[src/adcr_pkg.sv]
/*
 * Shared constants for the parallel result read-out block: register map,
 * field positions, reset values, timing counts and the read-out states.
 * Assumes a 100 MHz system clock and a 32-bit AXI4-Lite register bus.
 */
`default_nettype none

package adcr_pkg;

	// Clock and timing.
	localparam int CLK_PERIOD_NS     = 10;
	localparam int CONV_TIME_NS      = 4700;
	localparam int CONV_CYCLES       = CONV_TIME_NS / CLK_PERIOD_NS;
	localparam int DATA_OUT_DELAY_NS = 20;
	localparam int DATA_OUT_CYCLES   = (DATA_OUT_DELAY_NS + CLK_PERIOD_NS - 1) / CLK_PERIOD_NS;
	localparam int CONV_CNT_W        = 9;
	localparam int DLY_CNT_W         = 2;

	// Result geometry.
	localparam int RESULT_W = 14;
	localparam int BYTE_W   = 8;
	localparam int HIGH_W   = RESULT_W - BYTE_W;

	// Register map, byte addresses.
	localparam logic [3:0] ADDR_CTRL   = 4'h0;
	localparam logic [3:0] ADDR_STATUS = 4'h4;
	localparam logic [3:0] ADDR_RESULT = 4'h8;
	localparam logic [3:0] ADDR_COUNT  = 4'hC;

	// Control register fields.
	localparam int CTRL_BIPOLAR_BIT       = 0;
	localparam logic CTRL_BIPOLAR_RESET   = 1'b1;

	// Status register fields.
	localparam int STAT_STATE_LSB    = 0;
	localparam int STAT_EOC_BIT      = 4;
	localparam int STAT_SHUTDOWN_BIT = 5;
	localparam int STAT_POWERED_BIT  = 6;
	localparam int STAT_REF_BIT      = 7;
	localparam int STAT_BUS_BIT      = 8;

	// AXI responses.
	localparam logic [1:0] RESP_OKAY   = 2'h0;
	localparam logic [1:0] RESP_SLVERR = 2'h2;

	typedef enum logic [2:0] {
		ST_OFF,
		ST_ACQUIRE,
		ST_CONVERT,
		ST_DONE,
		ST_READ
	} adcr_state_t;

endpackage

`default_nettype wire

[src/adcr_axi_regs.sv]
/*
 * AXI4-Lite register slave for the result read-out block: one control
 * register and three read-only words of block state.
 * Assumes at most one write and one read outstanding, as AXI4-Lite masters do.
 */
`timescale 1ns/1ps
`default_nettype none

module adcr_axi_regs (
	// Clock and reset.
	input  wire logic        aclk,
	input  wire logic        aresetn,
	// Write address and data.
	input  wire logic [3:0]  s_axi_awaddr,
	input  wire logic        s_axi_awvalid,
	output logic             s_axi_awready,
	input  wire logic [31:0] s_axi_wdata,
	input  wire logic [3:0]  s_axi_wstrb,
	input  wire logic        s_axi_wvalid,
	output logic             s_axi_wready,
	// Write response.
	output logic [1:0]       s_axi_bresp,
	output logic             s_axi_bvalid,
	input  wire logic        s_axi_bready,
	// Read address and data.
	input  wire logic [3:0]  s_axi_araddr,
	input  wire logic        s_axi_arvalid,
	output logic             s_axi_arready,
	output logic [31:0]      s_axi_rdata,
	output logic [1:0]       s_axi_rresp,
	output logic             s_axi_rvalid,
	input  wire logic        s_axi_rready,
	// Block side.
	output logic             bipolar_mode,
	input  wire logic [31:0] status_word,
	input  wire logic [31:0] result_word,
	input  wire logic [31:0] count_word
);

	logic [3:0]  aw_addr_q;
	logic        aw_have_q;
	logic [31:0] w_data_q;
	logic        w_strb0_q;
	logic        w_have_q;
	logic        bipolar_q;
	wire         aw_take  = s_axi_awvalid && s_axi_awready;
	wire         w_take   = s_axi_wvalid && s_axi_wready;
	wire         do_write = aw_have_q && w_have_q && !s_axi_bvalid;
	wire         wr_ctrl  = aw_addr_q == adcr_pkg::ADDR_CTRL;
	wire         wr_ok    = wr_ctrl || aw_addr_q == adcr_pkg::ADDR_STATUS
	                        || aw_addr_q == adcr_pkg::ADDR_RESULT || aw_addr_q == adcr_pkg::ADDR_COUNT;
	wire         ar_take  = s_axi_arvalid && s_axi_arready;
	wire         rd_hit   = s_axi_araddr == adcr_pkg::ADDR_CTRL || s_axi_araddr == adcr_pkg::ADDR_STATUS
	                        || s_axi_araddr == adcr_pkg::ADDR_RESULT || s_axi_araddr == adcr_pkg::ADDR_COUNT;
	wire [31:0]  rd_mux   = (s_axi_araddr == adcr_pkg::ADDR_CTRL)   ? {31'h0, bipolar_q} :
	                        (s_axi_araddr == adcr_pkg::ADDR_STATUS) ? status_word :
	                        (s_axi_araddr == adcr_pkg::ADDR_RESULT) ? result_word :
	                        (s_axi_araddr == adcr_pkg::ADDR_COUNT)  ? count_word : 32'h0;

	assign bipolar_mode  = bipolar_q;

	// The ready flags are kept as flops of their own so that the bus sees no logic behind them.
	always_ff @(posedge aclk) begin
		if (!aresetn) begin
			aw_have_q     <= 1'b0;
			aw_addr_q     <= 4'h0;
			s_axi_awready <= 1'b1;
		end else if (aw_take) begin
			aw_have_q     <= 1'b1;
			aw_addr_q     <= s_axi_awaddr;
			s_axi_awready <= 1'b0;
		end else if (do_write) begin
			aw_have_q     <= 1'b0;
			s_axi_awready <= 1'b1;
		end
	end

	always_ff @(posedge aclk) begin
		if (!aresetn) begin
			w_have_q     <= 1'b0;
			w_data_q     <= 32'h0;
			w_strb0_q    <= 1'b0;
			s_axi_wready <= 1'b1;
		end else if (w_take) begin
			w_have_q     <= 1'b1;
			w_data_q     <= s_axi_wdata;
			w_strb0_q    <= s_axi_wstrb[0];
			s_axi_wready <= 1'b0;
		end else if (do_write) begin
			w_have_q     <= 1'b0;
			s_axi_wready <= 1'b1;
		end
	end

	// Only the control word is writable; the other words ignore writes.
	always_ff @(posedge aclk) begin
		if (!aresetn) begin
			bipolar_q <= adcr_pkg::CTRL_BIPOLAR_RESET;
		end else if (do_write && wr_ctrl && w_strb0_q) begin
			bipolar_q <= w_data_q[adcr_pkg::CTRL_BIPOLAR_BIT];
		end
	end

	always_ff @(posedge aclk) begin
		if (!aresetn) begin
			s_axi_bvalid <= 1'b0;
			s_axi_bresp  <= adcr_pkg::RESP_OKAY;
		end else if (do_write) begin
			s_axi_bvalid <= 1'b1;
			s_axi_bresp  <= wr_ok ? adcr_pkg::RESP_OKAY : adcr_pkg::RESP_SLVERR;
		end else if (s_axi_bready) begin
			s_axi_bvalid <= 1'b0;
		end
	end

	always_ff @(posedge aclk) begin
		if (!aresetn) begin
			s_axi_rvalid  <= 1'b0;
			s_axi_rdata   <= 32'h0;
			s_axi_rresp   <= adcr_pkg::RESP_OKAY;
			s_axi_arready <= 1'b1;
		end else if (ar_take) begin
			s_axi_rvalid  <= 1'b1;
			s_axi_rdata   <= rd_mux;
			s_axi_rresp   <= rd_hit ? adcr_pkg::RESP_OKAY : adcr_pkg::RESP_SLVERR;
			s_axi_arready <= 1'b0;
		end else if (s_axi_rready) begin
			s_axi_rvalid  <= 1'b0;
			s_axi_arready <= 1'b1;
		end
	end

endmodule

`default_nettype wire

[src/adcr_readout.sv]
/*
 * Parallel result read-out logic of a 14-bit successive-approximation
 * converter: select-edge sequencing, conversion timing, end-of-conversion
 * flag, power-mode selection and the byte-wide three-state result bus.
 * Assumes the host pins are already synchronous to aclk and that the
 * converter core presents its finished code on sample_code when asked.
 */
`timescale 1ns/1ps
`default_nettype none

module adcr_readout (
	// Clock and reset.
	input  wire logic                          aclk,
	input  wire logic                          aresetn,
	// Host parallel pins.
	input  wire logic                          select_n,
	input  wire logic                          read_convert,
	input  wire logic                          upper_byte_select,
	output logic                               eoc_n,
	output logic [adcr_pkg::BYTE_W-1:0]        result_bus_o,
	output logic                               result_bus_oe,
	// Converter core.
	input  wire logic [adcr_pkg::RESULT_W-1:0] sample_code,
	output logic                               sample_hold,
	output logic                               analog_powered,
	output logic                               reference_on,
	// AXI4-Lite register bus.
	input  wire logic [3:0]                    s_axi_awaddr,
	input  wire logic                          s_axi_awvalid,
	output logic                               s_axi_awready,
	input  wire logic [31:0]                   s_axi_wdata,
	input  wire logic [3:0]                    s_axi_wstrb,
	input  wire logic                          s_axi_wvalid,
	output logic                               s_axi_wready,
	output logic [1:0]                         s_axi_bresp,
	output logic                               s_axi_bvalid,
	input  wire logic                          s_axi_bready,
	input  wire logic [3:0]                    s_axi_araddr,
	input  wire logic                          s_axi_arvalid,
	output logic                               s_axi_arready,
	output logic [31:0]                        s_axi_rdata,
	output logic [1:0]                         s_axi_rresp,
	output logic                               s_axi_rvalid,
	input  wire logic                          s_axi_rready
);

	// Picks one byte of the coded result; the high byte is zero-extended.
	function automatic logic [adcr_pkg::BYTE_W-1:0] pick_byte(
		input logic [adcr_pkg::RESULT_W-1:0] code,
		input logic                          upper
	);
		logic [adcr_pkg::BYTE_W-1:0] hi;
		hi = {{(adcr_pkg::BYTE_W - adcr_pkg::HIGH_W){1'b0}}, code[adcr_pkg::RESULT_W-1:adcr_pkg::BYTE_W]};
		pick_byte = upper ? hi : code[adcr_pkg::BYTE_W-1:0];
	endfunction

	adcr_pkg::adcr_state_t state_q;
	adcr_pkg::adcr_state_t state_d;
	logic                              select_n_q;
	logic [adcr_pkg::CONV_CNT_W-1:0]   conv_cnt_q;
	logic [adcr_pkg::DLY_CNT_W-1:0]    dly_cnt_q;
	logic                              shutdown_q;
	logic                              ref_q;
	logic [adcr_pkg::RESULT_W-1:0]     result_q;
	logic [31:0]                       count_q;
	logic                              bipolar_mode;

	// Select edges and the sequencing events derived from them.
	wire select_fall = select_n_q && !select_n;
	wire select_rise = !select_n_q && select_n;
	wire start_acq   = select_fall && !read_convert;
	wire start_conv  = state_q == adcr_pkg::ST_ACQUIRE && select_fall;
	wire conv_end    = state_q == adcr_pkg::ST_CONVERT
	                   && conv_cnt_q == adcr_pkg::CONV_CNT_W'(adcr_pkg::CONV_CYCLES - 1);
	wire start_read  = state_q == adcr_pkg::ST_DONE && select_fall && read_convert;
	wire drive_ready = state_q == adcr_pkg::ST_READ
	                   && dly_cnt_q == adcr_pkg::DLY_CNT_W'(adcr_pkg::DATA_OUT_CYCLES);

	// A bipolar code arrives two's complement; flipping the sign bit gives offset binary.
	wire [adcr_pkg::RESULT_W-1:0] coded = bipolar_mode
	                                      ? {~sample_code[adcr_pkg::RESULT_W-1],
	                                         sample_code[adcr_pkg::RESULT_W-2:0]}
	                                      : sample_code;

	wire [adcr_pkg::BYTE_W-1:0] bus_byte = pick_byte(result_q, upper_byte_select);

	wire [31:0] status_word = {23'h0,
	                           result_bus_oe,
	                           ref_q,
	                           analog_powered,
	                           shutdown_q,
	                           eoc_n,
	                           1'b0,
	                           state_q};
	wire [31:0] result_word = {{(32 - adcr_pkg::RESULT_W){1'b0}}, result_q};

	assign reference_on = ref_q;

	// Sequencing of acquire, convert, hold result and read.
	always_comb begin
		state_d = state_q;
		case (state_q)
			adcr_pkg::ST_OFF: begin
				if (start_acq) begin
					state_d = adcr_pkg::ST_ACQUIRE;
				end
			end
			adcr_pkg::ST_ACQUIRE: begin
				if (select_fall) begin
					state_d = adcr_pkg::ST_CONVERT;
				end
			end
			adcr_pkg::ST_CONVERT: begin
				if (conv_end) begin
					state_d = adcr_pkg::ST_DONE;
				end
			end
			adcr_pkg::ST_DONE: begin
				if (start_read) begin
					state_d = adcr_pkg::ST_READ;
				end else if (start_acq) begin
					state_d = adcr_pkg::ST_ACQUIRE;
				end
			end
			adcr_pkg::ST_READ: begin
				if (select_rise) begin
					state_d = adcr_pkg::ST_OFF;
				end
			end
			default: begin
				state_d = adcr_pkg::ST_OFF;
			end
		endcase
	end

	always_ff @(posedge aclk) begin
		if (!aresetn) begin
			state_q    <= adcr_pkg::ST_OFF;
			select_n_q <= 1'b1;
		end else begin
			state_q    <= state_d;
			select_n_q <= select_n;
		end
	end

	// Conversion time counter; the flag falls within the longest conversion time.
	always_ff @(posedge aclk) begin
		if (!aresetn) begin
			conv_cnt_q <= '0;
		end else if (state_q == adcr_pkg::ST_CONVERT) begin
			conv_cnt_q <= conv_cnt_q + 1'b1;
		end else begin
			conv_cnt_q <= '0;
		end
	end

	// Result latch and conversion counter.
	always_ff @(posedge aclk) begin
		if (!aresetn) begin
			result_q <= '0;
			count_q  <= 32'h0;
		end else if (conv_end) begin
			result_q <= coded;
			count_q  <= count_q + 32'h1;
		end
	end

	// The flag rises again when the next acquisition begins.
	always_ff @(posedge aclk) begin
		if (!aresetn) begin
			eoc_n <= 1'b1;
		end else if (conv_end) begin
			eoc_n <= 1'b0;
		end else if (state_q != adcr_pkg::ST_READ && start_acq) begin
			eoc_n <= 1'b1;
		end
	end

	// Power mode chosen at the fall that ends acquisition.
	always_ff @(posedge aclk) begin
		if (!aresetn) begin
			shutdown_q <= 1'b1;
		end else if (start_conv) begin
			shutdown_q <= read_convert;
		end
	end

	// Reference stays on in standby and drops after conversion in shutdown.
	always_ff @(posedge aclk) begin
		if (!aresetn) begin
			ref_q <= 1'b0;
		end else if (state_q != adcr_pkg::ST_READ && start_acq) begin
			ref_q <= 1'b1;
		end else if (conv_end && shutdown_q) begin
			ref_q <= 1'b0;
		end
	end

	// Core power follows the sequence: fully off between conversions in shutdown.
	always_ff @(posedge aclk) begin
		if (!aresetn) begin
			analog_powered <= 1'b0;
			sample_hold    <= 1'b0;
		end else begin
			analog_powered <= state_d == adcr_pkg::ST_ACQUIRE || state_d == adcr_pkg::ST_CONVERT
			                  || (!shutdown_q && state_d != adcr_pkg::ST_OFF) || (!shutdown_q && ref_q);
			sample_hold    <= state_d == adcr_pkg::ST_CONVERT;
		end
	end

	// Output delay counter between the read fall and driving the bus.
	always_ff @(posedge aclk) begin
		if (!aresetn) begin
			dly_cnt_q <= '0;
		end else if (state_q == adcr_pkg::ST_READ && !drive_ready) begin
			dly_cnt_q <= dly_cnt_q + 1'b1;
		end else if (state_q != adcr_pkg::ST_READ) begin
			dly_cnt_q <= '0;
		end
	end

	// The bus is driven only in the read phase; every other state keeps it released.
	always_ff @(posedge aclk) begin
		if (!aresetn) begin
			result_bus_oe <= 1'b0;
			result_bus_o  <= '0;
		end else if (select_rise || state_q != adcr_pkg::ST_READ) begin
			result_bus_oe <= 1'b0;
			result_bus_o  <= '0;
		end else if (drive_ready) begin
			result_bus_oe <= 1'b1;
			result_bus_o  <= bus_byte;
		end
	end

	adcr_axi_regs u_regs (
		.aclk          (aclk),
		.aresetn       (aresetn),
		.s_axi_awaddr  (s_axi_awaddr),
		.s_axi_awvalid (s_axi_awvalid),
		.s_axi_awready (s_axi_awready),
		.s_axi_wdata   (s_axi_wdata),
		.s_axi_wstrb   (s_axi_wstrb),
		.s_axi_wvalid  (s_axi_wvalid),
		.s_axi_wready  (s_axi_wready),
		.s_axi_bresp   (s_axi_bresp),
		.s_axi_bvalid  (s_axi_bvalid),
		.s_axi_bready  (s_axi_bready),
		.s_axi_araddr  (s_axi_araddr),
		.s_axi_arvalid (s_axi_arvalid),
		.s_axi_arready (s_axi_arready),
		.s_axi_rdata   (s_axi_rdata),
		.s_axi_rresp   (s_axi_rresp),
		.s_axi_rvalid  (s_axi_rvalid),
		.s_axi_rready  (s_axi_rready),
		.bipolar_mode  (bipolar_mode),
		.status_word   (status_word),
		.result_word   (result_word),
		.count_word    (count_q)
	);

endmodule

`default_nettype wire

[config.mk]
export PLATFORM = sky130hd
export DESIGN_NAME = adcr_readout
export DESIGN_NICKNAME = d
export VERILOG_FILES = /design/src/adcr_pkg.sv /design/src/adcr_axi_regs.sv /design/src/adcr_readout.sv
export SDC_FILE = /design/constraint.sdc
export NUM_CORES = 1
export LEC_CHECK = 0
export BUFFER_PORTS_ARGS = -buffer_cell sky130_fd_sc_hd__buf_4
export CAP_MARGIN = 20
export CELL_PAD_IN_SITES_DETAIL_PLACEMENT = 1
export CELL_PAD_IN_SITES_GLOBAL_PLACEMENT = 2
export CORE_UTILIZATION = 35
export DETAILED_ROUTE_END_ITERATION = 7
export GPL_TIMING_DRIVEN = 0
export PLACE_DENSITY_LB_ADDON = 0.1
export SLEW_MARGIN = 15
export SYNTH_ARGS = -nofsm -noshare
export SYNTH_HDL_FRONTEND = slang
export SYNTH_HIERARCHICAL = 1
export SYNTH_SLANG_ARGS = --single-unit
[constraint.sdc]
create_clock -name aclk -period 4.4 [get_ports aclk]
set_clock_uncertainty 0.2 [all_clocks]
set_input_delay 0.88 -clock aclk [delete_from_list [all_inputs] [get_ports aclk]]
set_output_delay 0.88 -clock aclk [all_outputs]
set_load 0.01 [all_outputs]
==> impl_metrics.yaml <==
status:
  status: "finished clean"
setup_path:
  crit_family: "simple AND/OR/NAND/NOR gates"
  cp-startpoint: "state_q[1]"
  slowest_stage: "nor3_2"
  cp-start-kind: "flip-flop"
  endpoint_kind: "flip-flop"
  rr_startpoint: "state_q[1]"
  crit_buf_inv: 3
  crit_path_cell_trace: "buf_4, or3b_1, buf_6, nor3_2, clkbuf_1, nand2_1, a21oi_1"
  r2r_slack_ns: 1.66
  crit_arrival_ns: 2.88
  crit_fanout: 10
  cp.required_ns: 4.54
  cpPeakStageDelay_ns: 0.72
  critical_path_class: "reg -> reg"
synth:
  syn_area_mm2: 0.00561
  synthArstFlopShare: 0
  avgSynthCellArea_um2: 9.00
  yosysSeqAreaShare: 0.439
  synth.distinct_cells: 55
  synth_ff_type: "dfxtp_1"
  ys_ff_latch: 123
  ys_warn_count: 6
  syn-instance-count: 623
  synth_edf_count: 0
detailed_routing:
  ant_nets: 0
  post_drt_via_cell_ratio: 4.91
  drc: 0
  drt_iter0_markers: 158
  routed_wl_um: 15800
  routed-via-count: 4844
  routedWlPerCell_um: 16.0
  first_pass_iters: 4
clocking:
  cts-resized-gates: 0
  cts_setup_buffers: 0
  hold_buffers: 0
  cts_max_level: 4
  cts_inserted_buffers: 17
  cts.clk_slew.worst_paths_ns: 0.05
  max-clock-path-buffers: 2
  clk_latency_ns: 0.41
  cts-root-buf: "clkbuf_16"
  clock_sinks: 123
  cts_tree: "yes"
grt:
  gr-total-overflow: 0
  antenna_found_initial: 0
  grt_max_degree: 17
  grt_pass1_wl_um: 25900
  grt_pass1_vias: 4921
  grt.total_usage: 0.206
floorplanning:
  fp.dieH_um: 129
  ioPinCount: 122
  initial_core_util: 0.364
  num_rows: 45
  core_area_mm2: 0.0154
  fp.dieW_um: 129
  die-area_mm2: 0.0165
sta:
  rsz0062_at_grt: "false"
  setup_tns_ns: 0
  finalCritPeriodShare: 0.623
  fmax_mhz: 365
  finalSetupViolCount: 0
  finalMaxSlewViolations: 0
  relSlewSlack: 0.412
  min_period_ns: 2.74
  hold_viol: 0
  worstMarginPinSlew_ns: 0.877
  holdWs_ns: 0.243
placement:
  dp_cells: 958
  gp_congestion: 0.781
  dp_hpwl_um: 12000
  portBuffers: 82
power:
  pwr_density_cell_mw_per_mm2: 358
  vdd_drop_max_mv: 0.254
  p_leak_nw: 2.80
flow_run:
  cap_violations: 0
min_path:
  holdCritStartpoint: "u_regs/s_axi_rdata[19]"
  min_path_type: "reg -> reg"
cells_and_area:
  post-route-util: 0.464
  nets: 838
  drive_gt1_frac: 0.201
  fin_cells: 987
  syn_to_final_growth_pct: 27.5
  antennaDiodeCount: 0
## final cells by class
cell class	count	area [µm²]
buffer	41	206
clock buffer	26	489
clock inverter	3	15.0
fill	1848	8280
inverter	5	18.8
multi-input combinational	496	3080
sequential	123	2460
tap	211	264
timing repair buffer	82	616
## cell families (layout without fill, tap and decap cells)
family,Yosys count,in the layout,synth area share
other cells,2,44,0.00134
flops,123,123,0.439
compound gates,146,146,0.209
mux,7,7,0.0125
xor+xnor,41,41,0.0640
buf+inv,46,157,0.0401
fa+ha+maj,4,4,0.00892
simple gates,254,254,0.225
## cell usage after synthesis (4+ instances only)
library cell	number	area share
nor2_1	61	0.041
o21ai_0	11	0.0098
nand3b_1	5	0.0067
nand3_1	28	0.025
dfxtp_1	123	0.44
o221ai_2	29	0.078
nand2b_1	4	0.0045
xnor2_1	12	0.019
nand4b_1	4	0.0062
and2_1	8	0.0089
nor3_1	7	0.0062
buf_6	5	0.010
xor2_1	29	0.045
nand2_1	90	0.060
clkbuf_1	27	0.018
nand4_1	15	0.017
a21oi_1	21	0.019
a21o_1	31	0.041
ha_1	4	0.0089
and3_1	5	0.0056
inv_1	4	0.0027
a211oi_1	7	0.0094
mux2i_1	7	0.012
o21ai_1	29	0.026
a21boi_0	9	0.012
## flip-flops by register name, indices dropped and copies added (netlist names), 2 cells and up
| register | count |
|---|---|
| u_regs/s_axi_rdata | 32 |
| u_regs/aw_addr_q | 4 |
| state_q | 3 |
| result_bus_o | 8 |
| dly_cnt_q | 2 |
| result_q | 14 |
| count_q | 32 |
| conv_cnt_q | 9 |
## path summary, 6_finish.rpt
check | end | cells past startpoint
min | u_regs/s_axi_rdata[19] | 2
min reg2reg | u_regs/s_axi_rdata[19] | 2
max | result_q[4] | 7
max reg2reg | result_q[4] | 7
## routing by layer
| metal | part of all wire | wire length [µm] | GRT usage |
|---|---|---|---|
| met3 | 0.038 | 598 | 0.0420 |
| met1 | 0.48 | 7530 | 0.267 |
| met5 | 0 | 0 | 0 |
| met4 | 0.019 | 302 | 0.0893 |
| met2 | 0.46 | 7320 | 0.333 |
## through the flow
step                      area, µm²  setup WS, ns  total power [W]
final                          7150          1.66          0.00256
after global routing           7150          1.43          0.00266
after CTS                      7150          1.61          0.00259
after detailed placement       6650          1.33          0.00137
after global placement         6650          1.40          0.00137
after floorplan                5770          2.08          0.00129
## report_power, final
group	total, W	internal, W	switching [W]
Sequential	0.00115	0.00113	0.0000154
Combinational	0.000201	0.0000895	0.000111
Clock	0.00121	0.000750	0.000460
## worst reg2reg max path: cells and delay by family (launching register included)
kind	cells	cell delay, ns
flops	1	0.34
buf+inv	3	0.71
simple gates	3	1.24
compound gates	1	0.16
## cells in the final DEF (no fill, tap or decap), drive strengths merged, types with 12 or more instances in the layout
| cell type | n |
|---|---|
| nor2 | 61 |
| nand3 | 28 |
| dfxtp | 123 |
| a21o | 31 |
| clkbuf | 53 |
| o221ai | 30 |
| buf | 96 |
| xor2 | 29 |
| conb | 44 |
| a21oi | 21 |
| nand4 | 15 |
| xnor2 | 12 |
| nand2 | 91 |
| o21ai | 40 |
Power figures use the tool's default switching activity.
